## config.mk

```make
export PLATFORM = sky130hd
export DESIGN_NAME = spc_top
export DESIGN_NICKNAME = d
export VERILOG_FILES = /design/src/design/spc_baud_gen.v /design/src/design/spc_rx_fifo.v /design/src/design/spc_top.v
export VERILOG_INCLUDE_DIRS = /design/src /design/src/design
export SDC_FILE = /design/constraint.sdc
export NUM_CORES = 1
export LEC_CHECK = 0
export ABC_AREA = 1
export BUFFER_PORTS_ARGS = -buffer_cell sky130_fd_sc_hd__buf_2
export CORE_AREA = 3 3 141 143
export CTS_BUF_LIST = sky130_fd_sc_hd__clkbuf_16
export DETAILED_ROUTE_END_ITERATION = 16
export DIE_AREA = 0 0 144 146
export GPL_TIMING_DRIVEN = 0
export HOLD_SLACK_MARGIN = 0.02
export SLEW_MARGIN = 20
export SYNTH_ARGS = -nofsm -noshare
export SYNTH_HDL_FRONTEND = slang
export SYNTH_SLANG_ARGS = --single-unit
```

## constraint.sdc

```tcl
create_clock -name clk -period 7.2 [get_ports clk]
set_input_delay 1.08 -clock clk [delete_from_list [all_inputs] [get_ports clk]]
set_output_delay 1.08 -clock clk [all_outputs]
set_load 0.05 [all_outputs]
```

## src/design/spc_defs.vh

```
// Constants for the serial port clock generator and buffers: offsets, fields, resets, counts.
// Assumes inclusion by bare name from every design file of this block.
`ifndef SPC_DEFS_VH
`define SPC_DEFS_VH

// ----------------------------------------------------------------------------
// Register offsets
// ----------------------------------------------------------------------------
`define SPC_OFF_DATA      3'h0
`define SPC_OFF_STAT_A    3'h1
`define SPC_OFF_CTRL_B    3'h2
`define SPC_OFF_CTRL_C    3'h3
`define SPC_OFF_DIV_LOW   3'h4
`define SPC_OFF_DIV_HIGH  3'h5
`define SPC_OFF_POWER     3'h6

// ----------------------------------------------------------------------------
// Field positions
// ----------------------------------------------------------------------------
`define SPC_A_RX_DONE     7
`define SPC_A_TX_DONE     6
`define SPC_A_TX_EMPTY    5
`define SPC_A_FRAME_ERR   4
`define SPC_A_OVERRUN     3
`define SPC_A_PARITY_ERR  2
`define SPC_A_DOUBLE      1
`define SPC_A_NINTH       0
`define SPC_B_RX_EN       0
`define SPC_B_TX_EN       1
`define SPC_B_TX_NINTH    2
`define SPC_B_NINE_BITS   3
`define SPC_B_PAR_EN      4
`define SPC_B_PAR_ODD     5
`define SPC_C_SYNC        0
`define SPC_C_POLARITY    1
`define SPC_C_CLK_DIR     2
`define SPC_P_POWER_OFF   0

// Fields of a receive FIFO word.
`define SPC_W_NINTH       8
`define SPC_W_PARITY_ERR  9
`define SPC_W_OVERRUN     10
`define SPC_W_FRAME_ERR   11

// ----------------------------------------------------------------------------
// Reset values
// ----------------------------------------------------------------------------
`define SPC_RST_CTRL_B    6'h00
`define SPC_RST_CTRL_C    3'h0
`define SPC_RST_DOUBLE    1'b0
`define SPC_RST_POWER_OFF 1'b0
`define SPC_RST_DIV_LOW   8'h00
`define SPC_RST_DIV_HIGH  4'h0

// ----------------------------------------------------------------------------
// Timing counts, in baud generator ticks
// ----------------------------------------------------------------------------
`define SPC_LAST_NORMAL   4'hF
`define SPC_LAST_DOUBLE   4'h7
`define SPC_MID_NORMAL    4'h8
`define SPC_MID_DOUBLE    4'h4

`endif

```

## src/design/spc_baud_gen.v

```verilog
// Baud rate generator: 12-bit divisor registers and a reloadable down-counter.
// Assumes one system clock; the strobes come from the register port of the top.
`timescale 1ns/1ps
`include "spc_defs.vh"

module spc_baud_gen (
  clk,
  rst,
  enable,
  wdata,
  low_we,
  high_we,
  divisor,
  tick
);
  input  wire        clk;
  input  wire        rst;
  input  wire        enable;
  input  wire [7:0]  wdata;
  input  wire        low_we;
  input  wire        high_we;
  output wire [11:0] divisor;
  output wire        tick;

  reg [7:0]  div_low_ff;
  reg [3:0]  div_high_ff;
  reg [11:0] cnt_ff;
  reg        tick_ff;

  assign divisor = {div_high_ff, div_low_ff};
  assign tick    = tick_ff;

  // ----------------------------------------------------------------------------
  // Divisor registers and counter
  // ----------------------------------------------------------------------------
  // The high part is only stored; it reaches the counter at the next reload.
  always @(posedge clk or posedge rst) begin
    if (rst) begin
      div_low_ff  <= `SPC_RST_DIV_LOW;
      div_high_ff <= `SPC_RST_DIV_HIGH;
      cnt_ff      <= 12'h000;
      tick_ff     <= 1'b0;
    end else begin
      if (high_we) begin
        div_high_ff <= wdata[3:0];
      end
      if (low_we) begin
        div_low_ff <= wdata;
        cnt_ff     <= {div_high_ff, wdata};
        tick_ff    <= 1'b0;
      end else if (!enable) begin
        cnt_ff  <= {div_high_ff, div_low_ff};
        tick_ff <= 1'b0;
      end else if (cnt_ff == 12'h000) begin
        cnt_ff  <= {div_high_ff, div_low_ff};
        tick_ff <= 1'b1;
      end else begin
        cnt_ff  <= cnt_ff - 12'h001;
        tick_ff <= 1'b0;
      end
    end
  end

endmodule

```

## src/design/spc_rx_fifo.v

```verilog
// Two-entry circular receive FIFO holding data, ninth bit and error flags per word.
// Assumes push and pop are single-cycle strobes from the top; clear empties it.
`timescale 1ns/1ps
`include "spc_defs.vh"

module spc_rx_fifo (
  clk,
  rst,
  clear,
  push,
  push_data,
  pop,
  head,
  empty,
  full
);
  input  wire        clk;
  input  wire        rst;
  input  wire        clear;
  input  wire        push;
  input  wire [11:0] push_data;
  input  wire        pop;
  output wire [11:0] head;
  output wire        empty;
  output wire        full;

  reg [11:0] mem_ff [0:1];
  reg        wr_ptr_ff;
  reg        rd_ptr_ff;
  reg [1:0]  count_ff;

  wire do_push = push && (count_ff != 2'h2);
  wire do_pop  = pop && (count_ff != 2'h0);

  assign head  = mem_ff[rd_ptr_ff];
  assign empty = (count_ff == 2'h0);
  assign full  = (count_ff == 2'h2);

  // ----------------------------------------------------------------------------
  // Pointers and storage
  // ----------------------------------------------------------------------------
  // Each pop removes exactly one word unless the FIFO is empty, so every word is delivered once.
  always @(posedge clk or posedge rst) begin
    if (rst) begin
      mem_ff[0] <= 12'h000;
      mem_ff[1] <= 12'h000;
      wr_ptr_ff <= 1'b0;
      rd_ptr_ff <= 1'b0;
      count_ff  <= 2'h0;
    end else if (clear) begin
      wr_ptr_ff <= 1'b0;
      rd_ptr_ff <= 1'b0;
      count_ff  <= 2'h0;
    end else begin
      if (do_push) begin
        mem_ff[wr_ptr_ff] <= push_data;
        wr_ptr_ff         <= ~wr_ptr_ff;
      end
      if (do_pop) begin
        rd_ptr_ff <= ~rd_ptr_ff;
      end
      if (do_push && !do_pop) begin
        count_ff <= count_ff + 2'h1;
      end else if (do_pop && !do_push) begin
        count_ff <= count_ff - 2'h1;
      end
    end
  end

endmodule

```

## src/design/spc_top.v

```verilog
// Serial port with clock generator, transmit write buffer and three-level receive path.
// Assumes a register master on the plain port and a serial peer on rxd, txd and the clock pin.
//
// Overview of operation
// - Four clock modes: normal async, double-speed async, sync master, sync slave.
// - Sync select picks sync operation; clock direction then picks master or slave.
// - The transfer clock pin is used only in synchronous mode.
// - Slave mode synchronises the incoming clock; master mode drives the clock out.
// - Baud counter runs on system clock, reloads at zero and on low write.
// - One baud tick per counter zero, rate is clock over divisor plus one.
// - Transmitter divides baud ticks by 2, 8 or 16 depending on mode.
// - Receiver uses undivided ticks with a 16 or 8 state recovery counter when async; sync samples on the clock edge.
// - Bit rate is clock over factor 16, 8 or 2 times divisor plus one.
// - Divisor is twelve bits, from the high and low register parts.
// - Double speed doubles async rate and does nothing in sync mode.
// - One write buffer ahead of the shifter gives back-to-back frames.
// - Receive data is a two-entry FIFO; each read removes one word.
// - Error flags and ninth bit travel with each word; read status first.
// - With the FIFO full a finished word waits in a hold register until next start.
// - Receiver reports framing, overrun and parity errors.
// - Three requests: transmit complete, transmit buffer empty, receive complete.
// - The port works only while power-off is zero.
// - Slave clock passes a synchroniser and edge detector, two cycles of delay.
// - Polarity zero changes data on rising edge, samples on falling; one swaps.
//
// Chosen here: the placing of the registers and the strobed register port.
`timescale 1ns/1ps
`include "spc_defs.vh"

module spc_top (
  clk,
  rst,
  reg_addr,
  reg_wdata,
  reg_we,
  reg_re,
  reg_rdata,
  rxd,
  txd,
  txd_oe,
  xck_in,
  xck_out,
  xck_oe,
  irq_tx_complete,
  irq_tx_empty,
  irq_rx_complete
);
  input  wire       clk;
  input  wire       rst;
  input  wire [2:0] reg_addr;
  input  wire [7:0] reg_wdata;
  input  wire       reg_we;
  input  wire       reg_re;
  output wire [7:0] reg_rdata;
  input  wire       rxd;
  output wire       txd;
  output wire       txd_oe;
  input  wire       xck_in;
  output wire       xck_out;
  output wire       xck_oe;
  output wire       irq_tx_complete;
  output wire       irq_tx_empty;
  output wire       irq_rx_complete;

  localparam ST_IDLE  = 2'h0;
  localparam ST_START = 2'h1;
  localparam ST_DATA  = 2'h2;
  localparam ST_STOP  = 2'h3;

  // Parity over data and ninth bit; odd parity inverts the result.
  function par_of;
    input [7:0] data;
    input       ninth;
    input       nine;
    input       odd;
    begin
      par_of = (^data) ^ (nine & ninth) ^ odd;
    end
  endfunction

  // ----------------------------------------------------------------------------
  // Register state
  // ----------------------------------------------------------------------------
  reg [5:0]  ctrl_b_ff;
  reg [2:0]  ctrl_c_ff;
  reg        double_ff;
  reg        power_off_ff;
  reg [7:0]  rdata_ff;
  reg        tx_done_ff;
  reg [7:0]  tx_buf_ff;
  reg        tx_buf_ninth_ff;
  reg        tx_buf_full_ff;

  wire [11:0] divisor;
  wire        baud_tick;
  wire [11:0] fifo_head;
  wire        fifo_empty;
  wire        fifo_full;

  wire active    = !power_off_ff;
  wire rx_en     = ctrl_b_ff[`SPC_B_RX_EN] && active;
  wire tx_en     = ctrl_b_ff[`SPC_B_TX_EN] && active;
  wire nine      = ctrl_b_ff[`SPC_B_NINE_BITS];
  wire par_en    = ctrl_b_ff[`SPC_B_PAR_EN];
  wire par_odd   = ctrl_b_ff[`SPC_B_PAR_ODD];
  wire sync_mode = ctrl_c_ff[`SPC_C_SYNC];
  wire polarity  = ctrl_c_ff[`SPC_C_POLARITY];
  wire master    = sync_mode && ctrl_c_ff[`SPC_C_CLK_DIR];
  wire slave     = sync_mode && !ctrl_c_ff[`SPC_C_CLK_DIR];
  wire dbl       = double_ff && !sync_mode;

  wire wr_data = reg_we && (reg_addr == `SPC_OFF_DATA);
  wire wr_stat = reg_we && (reg_addr == `SPC_OFF_STAT_A);
  wire rd_data = reg_re && (reg_addr == `SPC_OFF_DATA);

  // ----------------------------------------------------------------------------
  // Clock generation
  // ----------------------------------------------------------------------------
  spc_baud_gen u_baud (
    .clk     (clk),
    .rst     (rst),
    .enable  (active),
    .wdata   (reg_wdata),
    .low_we  (reg_we && (reg_addr == `SPC_OFF_DIV_LOW)),
    .high_we (reg_we && (reg_addr == `SPC_OFF_DIV_HIGH)),
    .divisor (divisor),
    .tick    (baud_tick)
  );

  reg       xck_meta_ff;
  reg       xck_sync_ff;
  reg       xck_prev_ff;
  reg       xck_gen_ff;
  reg [3:0] pre_cnt_ff;

  // Slave clock: two-stage synchroniser, then a third stage for edge detection.
  always @(posedge clk or posedge rst) begin
    if (rst) begin
      xck_meta_ff <= 1'b0;
      xck_sync_ff <= 1'b0;
      xck_prev_ff <= 1'b0;
    end else begin
      xck_meta_ff <= xck_in;
      xck_sync_ff <= xck_meta_ff;
      xck_prev_ff <= xck_sync_ff;
    end
  end

  // Master clock toggles on each baud tick, giving a factor of two.
  always @(posedge clk or posedge rst) begin
    if (rst) begin
      xck_gen_ff <= 1'b0;
    end else if (!master || !active) begin
      xck_gen_ff <= 1'b0;
    end else if (baud_tick) begin
      xck_gen_ff <= ~xck_gen_ff;
    end
  end

  // Rising and falling transfer clock edges for either sync mode.
  wire rise_m  = master && baud_tick && !xck_gen_ff;
  wire fall_m  = master && baud_tick && xck_gen_ff;
  wire rise_s  = slave && xck_sync_ff && !xck_prev_ff;
  wire fall_s  = slave && !xck_sync_ff && xck_prev_ff;
  wire rise    = (rise_m || rise_s) && active;
  wire fall    = (fall_m || fall_s) && active;
  wire chg_edge = polarity ? fall : rise;
  wire smp_edge = polarity ? rise : fall;

  wire [3:0] last = dbl ? `SPC_LAST_DOUBLE : `SPC_LAST_NORMAL;
  wire [3:0] mid  = dbl ? `SPC_MID_DOUBLE : `SPC_MID_NORMAL;

  // Transmit prescaler for the asynchronous modes.
  always @(posedge clk or posedge rst) begin
    if (rst) begin
      pre_cnt_ff <= 4'h0;
    end else if (sync_mode || !active) begin
      pre_cnt_ff <= 4'h0;
    end else if (baud_tick) begin
      pre_cnt_ff <= (pre_cnt_ff >= last) ? 4'h0 : pre_cnt_ff + 4'h1;
    end
  end

  // Transmit bit clock: divided ticks when async, change edge when sync.
  wire tx_tick = sync_mode ? chg_edge
                           : (baud_tick && (pre_cnt_ff == last));

  assign xck_out = xck_gen_ff;
  assign xck_oe  = master && active;

  // ----------------------------------------------------------------------------
  // Transmitter
  // ----------------------------------------------------------------------------
  reg [11:0] tx_sh_ff;
  reg [3:0]  tx_left_ff;
  reg        tx_busy_ff;
  reg        txd_ff;

  // Frame of start, eight data, optional ninth, optional parity and a stop.
  wire [11:0] frame = {1'b1,
                       (nine && par_en) ? par_of(tx_buf_ff, tx_buf_ninth_ff, 1'b1, par_odd)
                                        : 1'b1,
                       nine ? tx_buf_ninth_ff
                            : (par_en ? par_of(tx_buf_ff, 1'b0, 1'b0, par_odd) : 1'b1),
                       tx_buf_ff, 1'b0};
  wire [3:0]  frame_bits = 4'hA + {3'h0, nine} + {3'h0, par_en};
  wire        tx_load = tx_en && tx_tick && !(tx_busy_ff && (tx_left_ff != 4'h0))
                        && tx_buf_full_ff;

  // Shifter: when the stop bit ends, a waiting buffer loads with no idle gap.
  always @(posedge clk or posedge rst) begin
    if (rst) begin
      tx_sh_ff   <= 12'hFFF;
      tx_left_ff <= 4'h0;
      tx_busy_ff <= 1'b0;
      txd_ff     <= 1'b1;
    end else if (!tx_en) begin
      tx_busy_ff <= 1'b0;
      tx_left_ff <= 4'h0;
      txd_ff     <= 1'b1;
    end else if (tx_tick) begin
      if (tx_busy_ff && (tx_left_ff != 4'h0)) begin
        txd_ff     <= tx_sh_ff[0];
        tx_sh_ff   <= {1'b1, tx_sh_ff[11:1]};
        tx_left_ff <= tx_left_ff - 4'h1;
      end else if (tx_load) begin
        txd_ff     <= frame[0];
        tx_sh_ff   <= {1'b1, frame[11:1]};
        tx_left_ff <= frame_bits - 4'h1;
        tx_busy_ff <= 1'b1;
      end else begin
        tx_busy_ff <= 1'b0;
        txd_ff     <= 1'b1;
      end
    end
  end

  wire tx_finish = tx_en && tx_tick && tx_busy_ff && (tx_left_ff == 4'h0)
                   && !tx_buf_full_ff;

  // Write buffer; a write into a full buffer is ignored unless it drains now.
  always @(posedge clk or posedge rst) begin
    if (rst) begin
      tx_buf_ff       <= 8'h00;
      tx_buf_ninth_ff <= 1'b0;
      tx_buf_full_ff  <= 1'b0;
    end else if (!active) begin
      tx_buf_full_ff <= 1'b0;
    end else if (wr_data && (!tx_buf_full_ff || tx_load)) begin
      tx_buf_ff       <= reg_wdata;
      tx_buf_ninth_ff <= ctrl_b_ff[`SPC_B_TX_NINTH];
      tx_buf_full_ff  <= 1'b1;
    end else if (tx_load) begin
      tx_buf_full_ff <= 1'b0;
    end
  end

  // Transmit complete is sticky; a set in the clearing cycle wins.
  always @(posedge clk or posedge rst) begin
    if (rst) begin
      tx_done_ff <= 1'b0;
    end else if (tx_finish) begin
      tx_done_ff <= 1'b1;
    end else if ((wr_stat && reg_wdata[`SPC_A_TX_DONE]) || wr_data || !active) begin
      tx_done_ff <= 1'b0;
    end
  end

  assign txd    = txd_ff;
  assign txd_oe = tx_en;

  // ----------------------------------------------------------------------------
  // Receiver
  // ----------------------------------------------------------------------------
  reg [1:0]  rx_st_ff;
  reg [3:0]  rx_smp_ff;
  reg [3:0]  rx_cnt_ff;
  reg [9:0]  rx_sh_ff;
  reg        hold_ff;
  reg [11:0] hold_word_ff;
  reg        ovr_pend_ff;

  // Recovery counter wraps at 16 or 8 ticks; in sync mode each sample edge is a bit.
  wire bit_smp = sync_mode ? smp_edge
                           : (baud_tick && (rx_smp_ff == mid));
  wire start_det = rx_en && (rx_st_ff == ST_IDLE) && !rxd
                   && (sync_mode ? smp_edge : baud_tick);
  wire [3:0] rx_bits = 4'h8 + {3'h0, nine} + {3'h0, par_en};
  wire [9:0] aligned = rx_sh_ff >> (4'hA - rx_bits);
  wire       rx_ninth = nine ? aligned[8] : 1'b0;
  wire       rx_pbit  = nine ? aligned[9] : aligned[8];
  wire       par_bad  = par_en && (par_of(aligned[7:0], rx_ninth, nine, par_odd) != rx_pbit);
  wire       word_done = rx_en && (rx_st_ff == ST_STOP) && bit_smp;
  wire [11:0] new_word = {!rxd, ovr_pend_ff, par_bad, rx_ninth, aligned[7:0]};

  // Frame state machine: start check, data and parity bits, first stop bit.
  always @(posedge clk or posedge rst) begin
    if (rst) begin
      rx_st_ff  <= ST_IDLE;
      rx_smp_ff <= 4'h0;
      rx_cnt_ff <= 4'h0;
      rx_sh_ff  <= 10'h000;
    end else if (!rx_en) begin
      rx_st_ff <= ST_IDLE;
    end else begin
      if (baud_tick && !sync_mode) begin
        rx_smp_ff <= (rx_smp_ff >= last) ? 4'h0 : rx_smp_ff + 4'h1;
      end
      case (rx_st_ff)
        ST_IDLE: begin
          if (start_det) begin
            rx_st_ff  <= sync_mode ? ST_DATA : ST_START;
            rx_smp_ff <= 4'h1;
            rx_cnt_ff <= 4'h0;
          end
        end
        ST_START: begin
          if (bit_smp) begin
            rx_st_ff <= rxd ? ST_IDLE : ST_DATA;
          end
        end
        ST_DATA: begin
          if (bit_smp) begin
            rx_sh_ff  <= {rxd, rx_sh_ff[9:1]};
            rx_cnt_ff <= rx_cnt_ff + 4'h1;
            if (rx_cnt_ff == rx_bits - 4'h1) begin
              rx_st_ff <= ST_STOP;
            end
          end
        end
        ST_STOP: begin
          if (bit_smp) begin
            rx_st_ff <= ST_IDLE;
          end
        end
        default: begin
          rx_st_ff <= ST_IDLE;
        end
      endcase
    end
  end

  wire push_hold = hold_ff && !fifo_full;
  wire push_new  = word_done && !fifo_full && !hold_ff;
  wire drop_hold = start_det && hold_ff && fifo_full;

  // Third level: a finished word waits here while both FIFO entries are taken.
  always @(posedge clk or posedge rst) begin
    if (rst) begin
      hold_ff      <= 1'b0;
      hold_word_ff <= 12'h000;
      ovr_pend_ff  <= 1'b0;
    end else if (!rx_en) begin
      hold_ff     <= 1'b0;
      ovr_pend_ff <= 1'b0;
    end else begin
      if (word_done && !push_new) begin
        hold_ff      <= 1'b1;
        hold_word_ff <= new_word;
      end else if (push_hold || drop_hold) begin
        hold_ff <= 1'b0;
      end
      if (drop_hold) begin
        ovr_pend_ff <= 1'b1;
      end else if (word_done) begin
        ovr_pend_ff <= 1'b0;
      end
    end
  end

  spc_rx_fifo u_fifo (
    .clk       (clk),
    .rst       (rst),
    .clear     (!rx_en),
    .push      (push_hold || push_new),
    .push_data (push_hold ? hold_word_ff : new_word),
    .pop       (rd_data),
    .head      (fifo_head),
    .empty     (fifo_empty),
    .full      (fifo_full)
  );

  // ----------------------------------------------------------------------------
  // Register port
  // ----------------------------------------------------------------------------
  // Configuration writes; power-off stays writable so the port can be woken.
  always @(posedge clk or posedge rst) begin
    if (rst) begin
      ctrl_b_ff    <= `SPC_RST_CTRL_B;
      ctrl_c_ff    <= `SPC_RST_CTRL_C;
      double_ff    <= `SPC_RST_DOUBLE;
      power_off_ff <= `SPC_RST_POWER_OFF;
    end else if (reg_we) begin
      case (reg_addr)
        `SPC_OFF_STAT_A: double_ff    <= reg_wdata[`SPC_A_DOUBLE];
        `SPC_OFF_CTRL_B: ctrl_b_ff    <= reg_wdata[5:0];
        `SPC_OFF_CTRL_C: ctrl_c_ff    <= reg_wdata[2:0];
        `SPC_OFF_POWER:  power_off_ff <= reg_wdata[`SPC_P_POWER_OFF];
        default: begin
        end
      endcase
    end
  end

  // Read data stand in the cycle after the strobe; unmapped offsets read zero.
  always @(posedge clk or posedge rst) begin
    if (rst) begin
      rdata_ff <= 8'h00;
    end else if (reg_re) begin
      case (reg_addr)
        `SPC_OFF_DATA:     rdata_ff <= fifo_head[7:0];
        `SPC_OFF_STAT_A:   rdata_ff <= {!fifo_empty, tx_done_ff, !tx_buf_full_ff,
                                        fifo_head[`SPC_W_FRAME_ERR],
                                        fifo_head[`SPC_W_OVERRUN],
                                        fifo_head[`SPC_W_PARITY_ERR],
                                        double_ff, fifo_head[`SPC_W_NINTH]};
        `SPC_OFF_CTRL_B:   rdata_ff <= {2'h0, ctrl_b_ff};
        `SPC_OFF_CTRL_C:   rdata_ff <= {5'h00, ctrl_c_ff};
        `SPC_OFF_DIV_LOW:  rdata_ff <= divisor[7:0];
        `SPC_OFF_DIV_HIGH: rdata_ff <= {4'h0, divisor[11:8]};
        `SPC_OFF_POWER:    rdata_ff <= {7'h00, power_off_ff};
        default:           rdata_ff <= 8'h00;
      endcase
    end else begin
      rdata_ff <= 8'h00;
    end
  end

  assign reg_rdata       = rdata_ff;
  assign irq_tx_complete = tx_done_ff;
  assign irq_tx_empty    = tx_en && !tx_buf_full_ff;
  assign irq_rx_complete = rx_en && !fifo_empty;

endmodule
```

==> results of run 1 <==
synthesized netlist by cell type (4+ instances only):
cell type / instances / area share, %
a21oi_1: 21 / 1.4
a221oi_1: 4 / 0.47
a31oi_1: 12 / 1.0
buf_2: 4 / 0.27
buf_6: 4 / 0.61
clkbuf_1: 10 / 0.50
dfrtp_1: 130 / 44
dfstp_2: 11 / 3.9
ha_1: 12 / 2.0
inv_1: 108 / 5.5
inv_2: 6 / 0.30
nand2_1: 318 / 16
nand2_2: 4 / 0.34
nand3_1: 46 / 3.1
nand4_1: 9 / 0.76
nor2_1: 58 / 2.9
nor3_1: 11 / 0.74
o211ai_1: 9 / 0.91
o21ai_0: 96 / 6.5
o21ai_1: 6 / 0.40
o22ai_1: 8 / 0.67
o31ai_1: 5 / 0.50
xnor2_1: 5 / 0.59
xor2_1: 14 / 1.6
layer usage:
| metal | up-vias | GRT usage, % | wire [um] |
|---|---|---|---|
| met1 | 2996 | 26.0 | 9070 |
| li1 | 3215 | - | - |
| met3 | 17 | 3.84 | 699 |
| met2 | 98 | 28.0 | 8540 |
| met5 | - | 0 | 0 |
| met4 | 0 | 4.85 | 201 |
cell families after synthesis:
logic type               synth area share (%)
AO/OA/AOI/OAI                            13.9
buffers and inverters                    7.67
adder cells (fa/ha/maj)                  2.02
flip-flops                               47.6
multiplexers                            0.135
XOR/XNOR                                 2.24
AND/OR/NAND/NOR                          26.4
worst max-delay path by stage:
| stage | cells after the start | startpoint | end | slack, ns |
|---|---|---|---|---|
| 4_1_cts | 5 | power_off_ff | irq_rx_complete | 4.01 |
| 2_1_floorplan | 1 | rst | ctrl_b_ff[0] | 2.36 |
| 3_3_place_gp | 2 | rst | u_baud.cnt_ff[3] | 0.54 |
| 3_5_place_dp | 9 | reg_addr[1] | u_baud.cnt_ff[2] | 4.39 |
| 5_1_grt | 5 | power_off_ff | irq_rx_complete | 3.91 |
| 6_report | 5 | power_off_ff | irq_rx_complete | 4.04 |
cell type report:
class / count / area (um2) / area share, %
multi-input cells: 675 / 3320 / 38.8
well taps: 234 / 293 / 3.42
flip-flops and latches: 141 / 3540 / 41.4
clock buffers: 17 / 425 / 4.97
inverters: 119 / 460 / 5.38
repair buffers: 31 / 178 / 2.07
clock inverters: 14 / 223 / 2.60
plain buffers: 20 / 118 / 1.37
per-stage QoR:
step                utilization (%)  std cells  instance area [um2]
floorplan                         -        955                 7440
global placement               42.1       1219                 7880
detailed placement             42.3       1220                 7920
CTS                            45.8       1251                 8560
global route                   45.8       1251                 8560
finish                         45.8       1251                 8560
registers in the layout (all words and copies together), names as in the netlist, 3 cells and up:
| register | flops |
|---|---|
| u_fifo.mem_ff | 24 |
| hold_word_ff | 12 |
| u_baud.cnt_ff | 12 |
| rx_sh_ff | 10 |
| tx_sh_ff | 10 |
| reg_rdata | 8 |
| tx_buf_ff | 8 |
| u_baud.div_low_ff | 8 |
| ctrl_b_ff | 6 |
| pre_cnt_ff | 4 |
| rx_cnt_ff | 4 |
| rx_smp_ff | 4 |
| tx_left_ff | 4 |
| u_baud.div_high_ff | 4 |
| ctrl_c_ff | 3 |
power groups by stage:
stage	Sequential (W)	Combinational [W]	Clock, W
3_3_place_gp	0.00105	0.000630	0
5_1_grt	0.00106	0.000740	0.00104
4_1_cts	0.00104	0.000647	0.00100
6_report	0.00104	0.000643	0.000986
3_5_place_dp	0.00105	0.000643	0
2_1_floorplan	0.00103	0.000490	0
==> impl_metrics.py, run 1 <==
metrics = {
    "pwr": {
        "leakage_nw": 4.24,
        "internal_power_w": 0.00180,
        "combinationalPowerShare_pct": 24.0,
        "swShare_pct": 32.7,
        "p_per_area_nw_per_um2": 312,
        "clkPwrFrac_pct": 36.9,
        "p_seq_share_pct": 39.1,
        "finalPower_w": 0.00267,
        "switchingPower_w": 0.000875,
        "peakVddDrop_v": 0.000169,
    },
    "min_path": {
        "holdCritStartpoint": "xck_meta_ff",
        "whs_path_depth": 0,
        "hp-class": "flop to flop",
        "hold_end": "xck_sync_ff",
    },
    "clocking": {
        "clock_sinks": 141,
        "cts_setup_buffers": 0,
        "cts_root_buffer": "clkbuf_16",
        "post_cts_hold_buffer_count": 0,
        "clock_path_buffers": 2,
        "insertion_delay_ns": 0.43,
        "postCtsResizedCells": 0,
        "clk_pin_slew_ns": 0.06,
        "cts_buffers": 17,
        "cts_tree": "built",
        "htree_levels": 4,
    },
    "worst_setup_path": {
        "reg2reg_depth": 20,
        "cpMaxStageDelayCell": "dfrtp_1",
        "reg2reg_from": "ctrl_b_ff[3]",
        "crit_path_start_kind": "flop",
        "crit_path_end_kind": "output port",
        "regToRegSetupSlack_ns": 4.43,
        "crit_path_max_fanout": 10,
        "cp_num_buf_inv": 3,
        "cp_cell_sequence": "inv_2, nand2_1, buf_2, nor2_1, buf_2",
        "crit_top_cell": "buf_2",
        "critical_path.top_delay_family": "buffers and inverters",
        "critPathMaxStageDelay_ns": 0.48,
        "reg2reg_to": "u_fifo.mem_ff[21]",
        "crit_arrival_ns": 2.08,
        "criticalPathCategory": "flop to output port",
        "required_ns": 6.12,
    },
    "floorplanning": {
        "start_util_pct": 39.8,
        "rows": 50,
        "die_area_um2": 21000,
        "die_y_um": 146,
        "core_region_area_um2": 18700,
        "io_pins": 32,
        "dieWidth_um": 144,
    },
    "drt": {
        "drtAntennaViolNets": 0,
        "drt-vias-per-instance": 5.06,
        "avgRoutedWirePerCell_um": 14.8,
        "drt_iter0_drc": 368,
        "vias": 6326,
        "routed_wl_mm": 18.5,
        "firstDrtPassIters": 4,
        "drc": 0,
    },
    "synthesis": {
        "avgSynthCellArea_um2": 7.79,
        "postSynthNetCount": 984,
        "synth_area_um2": 7440,
        "synthArstFlopShare_pct": 100,
        "ys_seq_elements": 141,
        "dominantRegCellSynth": "dfrtp_1",
        "synth_edf_count": 0,
        "ys_seq_area_share_pct": 47.6,
        "synthCells": 955,
        "ys_warn_count": 0,
        "ys_types": 54,
    },
    "sta": {
        "fin_ws_ns": 4.04,
        "whs_ns": 0.356,
        "hold_violations": 0,
        "period_needed_ns": 3.16,
        "setup_viol": 0,
        "relSlewSlack_pct": 57.3,
        "worst_pin_slew_ns": 0.638,
        "fmax_ghz": 0.317,
        "drv_slew": 0,
        "skew_ns": 0.0169,
        "fin_setup_tns_ns": 0,
        "rsz0062_at_grt": "no",
        "fin_crit_sh_pct": 43.8,
    },
    "final_layout": {
        "nets": 1034,
        "n_antenna_cell": 0,
        "layout_common_cells": "nand2_1, dfrtp_1, inv_1, o21ai_0, nor2_1",
        "drive_above_1_share_pct": 10.8,
        "area_delta_synth_final_pct": 15.1,
        "n_fill_cell": 1857,
        "final_common_cell": "nand2_1",
    },
    "global_routing": {
        "grt_pass1_wl_mm": 30.6,
        "grt_pass1_vias": 5945,
        "grt_overflow": 0,
        "grt_antenna_before_repair": 0,
        "grtUsageTotal_pct": 18.2,
        "grt_max_degree": 73,
    },
    "place": {
        "io_buffers": 30,
        "dp_slack_ns": 4.39,
        "gp_congestion": 0.857,
        "dpl.hpwl_mm": 13.4,
    },
    "status": {
        "status": "finished clean",
    },
    "job": {
        "maxCapViolCount": 0,
    },
}
No activity file was read; power rests on OpenSTA's default activity.
==> run 2, diff against run 1 <==
- ABC_AREA: 1 -> 0
- CORE_AREA: 3 3 141 143 -> 3 3 142 144
- DIE_AREA: 0 0 144 146 -> 0 0 145 147
- clock period: 7.2 -> 2.84 ns (I/O delays scaled with it)
==> impl_metrics.py, run 2 <==
metrics = {
    "status": {
        "status": "finished clean",
    },
    "clocking": {
        "cts_tree": "built",
        "clk_pin_slew_ns": 0.06,
        "cts_root_buffer": "clkbuf_16",
        "clock_sinks": 141,
        "cts_buffers": 17,
        "post_cts_hold_buffer_count": 0,
        "htree_levels": 4,
        "clock_path_buffers": 2,
        "insertion_delay_ns": 0.43,
    },
    "drt": {
        "vias": 5989,
        "drtAntennaViolNets": 0,
        "firstDrtPassIters": 5,
        "routed-wl-met2_mm": 8.78,
        "drc": 0,
        "route.met3.wl_um": 690,
        "drt-vias-per-instance": 5.30,
        "wl_met1_mm": 8.75,
        "drt_iter0_drc": 411,
        "top_layer_used": "met4",
        "avgRoutedWirePerCell_um": 16.3,
        "routed_wl_mm": 18.4,
    },
    "min_path": {
        "hp-class": "input port to async pin",
    },
    "pwr": {
        "peakVddDrop_v": 0.000435,
        "p_per_area_nw_per_um2": 749,
        "finalPower_w": 0.00657,
        "leakage_nw": 3.81,
    },
    "global_routing": {
        "grt_pass1_wl_mm": 31.0,
        "grt_max_degree": 34,
        "grt_overflow": 0,
        "grt_antenna_before_repair": 0,
        "grtUsageTotal_pct": 18.0,
        "grt_pass1_vias": 5791,
    },
    "synthesis": {
        "dominantRegCellSynth": "dfrtp_1",
        "synth_top_area_cell": "dfrtp_1",
        "postSynthNetCount": 831,
        "ys_warn_count": 0,
        "synthArstFlopShare_pct": 100,
        "ys_seq_elements": 141,
        "synthTopCellsByArea": "dfrtp_1, nand2_1, o21ai_0",
        "netlist_top_cells_count": "nand2_1, dfrtp_1, o21ai_0",
        "synthCells": 802,
        "synth_area_um2": 7570,
        "ys_seq_area_share_pct": 46.8,
        "synth_top_area_share_pct": 43.0,
        "ys_types": 72,
        "synth_edf_count": 0,
        "synth.most_common_cell": "nand2_1",
        "avgSynthCellArea_um2": 9.44,
    },
    "worst_setup_path": {
        "crit_path_end_kind": "flop",
        "crit_path_start_kind": "flop",
        "criticalPathCategory": "flop to flop",
        "crit_path_max_fanout": 10,
        "crit_arrival_ns": 3.03,
        "required_ns": 3.16,
    },
    "sta": {
        "relSlewSlack_pct": 56.7,
        "period_needed_ns": 2.71,
        "fmax_ghz": 0.369,
        "drv_slew": 0,
        "hold_violations": 0,
        "worst_pin_slew_ns": 0.649,
        "fin_crit_sh_pct": 95.3,
        "setup_viol": 0,
        "skew_ns": 0.00747,
        "whs_ns": 0.0745,
    },
    "final_layout": {
        "top_regs": "u_fifo.mem_ff x24, hold_word_ff x12, u_baud.cnt_ff x12",
        "largest_register_ffs": 24,
        "nets": 886,
        "final_common_cell": "nand2_1",
        "drive_above_1_share_pct": 18.6,
        "area_delta_synth_final_pct": 15.8,
        "layout_common_cells": "nand2_1, dfrtp_1, o21ai_0, nor2_1, a21oi_1",
        "regMostFlops": "u_fifo.mem_ff",
        "final_area_um2": 8770,
    },
    "floorplanning": {
        "start_util_pct": 40.2,
        "dieWidth_um": 145,
        "rows": 50,
        "die_area_um2": 21300,
        "die_y_um": 147,
        "io_pins": 32,
        "core_region_area_um2": 18800,
    },
    "job": {
        "maxCapViolCount": 0,
    },
    "place": {
        "dpl.hpwl_mm": 13.6,
        "io_buffers": 30,
        "dpl_cell_area_um2": 8130,
        "gp_congestion": 0.849,
    },
}
==> run 2: layer usage <==
layer	track usage [%]	vias up
met1	25.1	2938
met4	4.75	0
li1	-	2932
met2	28.2	100
met3	4.53	19
met5	0	-
==> run 2: what timing repair did <==
action | CTS | global route
pin swaps | 0 | 1
buffers inserted | 0 | 3
gates resized for setup | 6 | 24
setup endpoints to repair | 48 | 25
==> run 2: cell type report <==
cell class                      instances  area, um2
Clock buffer                           17        425
Clock inverter                         15        126
Tap cell                              260        325
Fill cell                            1778      10100
Sequential cell                       141       3550
Antenna cell                            1       2.50
Timing Repair Buffer                   37        253
Inverter                               22       93.8
Buffer                                 36        183
Multi-Input combinational cell        602       3820
==> run 2: per-stage QoR <==
step / setup TNS [ns] / instances / setup WS (ns) / util [%]
after floorplan: 0 / 802 / 0.348 / -
after global placement: -56.90 / 1092 / -0.442 / 42.8
after detailed placement: -12.03 / 1096 / -0.489 / 43.2
final: 0 / 1131 / 0.132 / 46.6
after CTS: 0 / 1127 / 0.0272 / 46.1
after global routing: -0.00226 / 1130 / -0.00226 / 46.6
==> run 2: worst paths after layout <==
kind	end	slack, ns	cells past startpoint	startpoint
max	u_fifo.mem_ff[21]	0.13	11	ctrl_b_ff[4]
min	tx_left_ff[3]	0.07	2	rst
max reg2reg	u_fifo.mem_ff[21]	0.13	11	ctrl_b_ff[4]
min reg2reg	xck_sync_ff	0.36	0	xck_meta_ff
max in group asynchronous	u_fifo.mem_ff[16]	1.95	4	rst
min in group clk	xck_meta_ff	0.11	1	xck_in
==> run 2: cells by family (layout without fill, tap and decap cells) <==
family,count (synthesis),in the layout,share of synthesized area (%)
multiplexers,61,61,9.78
XOR/XNOR,33,33,3.82
AO/OA/AOI/OAI,185,185,15.1
AND/OR/NAND/NOR,311,311,19.1
other,0,1,0
buffers and inverters,59,127,3.45
adder cells (fa/ha/maj),12,12,1.98
flip-flops,141,141,46.8
==> run 2: where the power goes <==
part	switching (W)	leakage (nW)	internal (W)	total, W
Clock	0.000903	0.269	0.00120	0.00210
Combinational	0.00103	1.74	0.000819	0.00185
Sequential	0.000307	1.80	0.00231	0.00261
Total	0.00224	3.81	0.00433	0.00657
==> run 2: critical path, stage by stage, from the launching register on <==
cell      delay (ns)
dfrtp_2         0.47
inv_2           0.13
ha_2            0.31
buf_4           0.18
clkbuf_4        0.23
nor3_4          0.23
a21oi_1         0.09
xor2_1          0.16
mux2i_1         0.24
xnor2_1         0.17
xnor2_1         0.13
o31ai_1         0.27
==> run 3, diff against run 2 <==
- CORE_AREA: 3 3 142 144 -> 3 3 134 136
- DIE_AREA: 0 0 145 147 -> 0 0 137 139
- clock period: 2.84 -> 2.2 ns (I/O delays scaled with it)
==> impl_metrics.py, run 3 (synthesized netlist as in run 2, its figures left out) <==
metrics = {
    "final_layout": {
        "top_regs": "u_fifo.mem_ff x24, hold_word_ff x12, u_baud.cnt_ff x12",
        "seq_area_um2": 3550,
        "n_antenna_cell": 0,
        "drive_above_1_share_pct": 30.0,
        "area_delta_synth_final_pct": 27.1,
        "final_common_cell": "nand2_1",
        "multi_input_area_um2": 4240,
        "regMostFlops": "u_fifo.mem_ff",
        "final_area_um2": 9620,
        "largest_register_ffs": 24,
        "nets": 922,
        "n_fill_cell": 1474,
        "layout_common_cells": "nand2_1, dfrtp_1, o21ai_0, nor2_1, buf_2",
    },
    "floorplanning": {
        "die_y_um": 139,
        "dieWidth_um": 137,
        "die_area_um2": 19000,
        "io_pins": 32,
        "rows": 48,
        "core_region_area_um2": 17100,
        "start_util_pct": 44.4,
    },
    "pwr": {
        "p_per_area_nw_per_um2": 954,
        "peakVddDrop_v": 0.000653,
        "leakage_nw": 4.17,
        "finalPower_w": 0.00918,
    },
    "sta": {
        "fin_ws_ns": -0.251,
        "skew_ns": 0.00871,
        "rsz0062_at_grt": "yes",
        "fin_crit_sh_pct": 111,
        "drv_slew": 0,
        "hold_violations": 0,
        "setup_viol": 13,
        "fmax_ghz": 0.408,
        "relSlewSlack_pct": 50.5,
        "period_needed_ns": 2.45,
        "worst_pin_slew_ns": 0.741,
    },
    "clocking": {
        "clk_pin_slew_ns": 0.06,
        "cts_root_buffer": "clkbuf_16",
        "clock_path_buffers": 2,
        "insertion_delay_ns": 0.43,
        "htree_levels": 4,
        "cts_buffers": 17,
        "cts_tree": "built",
        "clock_sinks": 141,
    },
    "drt": {
        "firstDrtPassIters": 5,
        "drt-vias-per-instance": 5.67,
        "drtAntennaViolNets": 0,
        "routed_wl_mm": 20.6,
        "vias": 6412,
        "avgRoutedWirePerCell_um": 18.2,
        "drt_iter0_drc": 402,
        "drc": 0,
    },
    "place": {
        "dpl_cell_area_um2": 8150,
        "dpl.hpwl_mm": 14.0,
        "dp_slack_ns": -0.572,
        "io_buffers": 30,
        "gp_congestion": 0.878,
    },
    "global_routing": {
        "grt_max_degree": 32,
        "grtUsageTotal_pct": 21.7,
        "grt_antenna_before_repair": 0,
        "grt_pass1_vias": 6362,
        "grt_overflow": 0,
        "grt_pass1_wl_mm": 32.6,
    },
    "status": {
        "violations": "setup timing",
        "status": "complete, but fails checks",
    },
    "worst_setup_path": {
        "crit_path_start_kind": "flop",
        "crit_path_end_kind": "flop",
        "crit_arrival_ns": 2.78,
        "criticalPathCategory": "flop to flop",
        "regToRegSetupSlack_ns": -0.25,
        "crit_path_max_fanout": 9,
        "required_ns": 2.53,
    },
    "min_path": {
        "hp-class": "input port to async pin",
    },
    "job": {
        "maxCapViolCount": 0,
    },
}
-- run 3: changes by cell type in the layout (fill, tap and decap cells not counted), moves of 7 or more --
| cell | change |
|---|---|
| o21ai_0 | -27 |
| o21ai_2 | +8 |
| o21ai_1 | +17 |
| clkbuf_1 | -7 |
| nand2_1 | -15 |
| nor2_1 | -7 |
| buf_6 | +15 |
| nand2_2 | +10 |
| buf_4 | +22 |
-- run 3: metal layers --
metal	vias up	global-route usage, %	share of wire [%]
li1	3005	-	-
met1	3182	28.6	43
met2	187	35.6	50
met3	38	4.17	5.8
met4	0	7.56	1.9
met5	-	0	0
-- run 3: worst max-delay path, cell delays in order, from the launching register on --
cell and delay [ns]:
dfrtp_2 0.46, inv_4 0.07, ha_4 0.29, clkbuf_4 0.19
inv_4 0.09, a22oi_2 0.25, xor2_2 0.12, a221oi_4 0.34
xnor2_2 0.17, xnor2_2 0.13, o31ai_1 0.23
-- run 3: where the power goes --
group          leakage [nW]  internal, W  switching, W
Clock                 0.274      0.00166       0.00116
Combinational          2.10      0.00135       0.00162
Sequential             1.80      0.00298      0.000412
-- run 3: per-stage QoR --
step	setup TNS, ns	util [%]	instances	hold WS (ns)
floorplan	-0.653	-	802	0.331
global placement	-116.75	47.3	1057	0.334
detailed placement	-21.10	47.8	1061	0.341
CTS	-1.29	53.5	1120	0.0312
global route	-3.76	56.4	1131	0.0645
finish	-1.35	56.4	1131	0.0189
-- run 3: repair_timing --
item,CTS,global route
hold buffers,1,0
endpoints found under the hold margin,1,0
pin swaps,15,35
setup endpoints to repair,84,89
setup buffers,23,11
gates resized for setup,57,132
gates cloned,4,3
-- run 3: layout make-up --
| type | instances | share of cell area, % |
|---|---|---|
| tap | 225 | 2.93 |
| timing repair buffer | 75 | 6.38 |
| sequential | 141 | 36.9 |
| multi-input combinational | 602 | 44.1 |
| inverter | 22 | 1.01 |
| buffer | 34 | 2.77 |
| clock buffer | 17 | 4.42 |
| clock inverter | 15 | 1.53 |
-- run 3: path summary, 6_finish.rpt --
check	from	endpoint	depth (start not counted)
min in group clk	reg_wdata[7]	u_baud.div_low_ff[7]	3
max in group asynchronous	rst	tx_sh_ff[7]	5
worst min-delay path	rst	tx_left_ff[3]	2
worst min register to register	xck_meta_ff	xck_sync_ff	0
worst max-delay path	ctrl_b_ff[4]	u_fifo.mem_ff[9]	10
worst max register to register	ctrl_b_ff[4]	u_fifo.mem_ff[9]	10
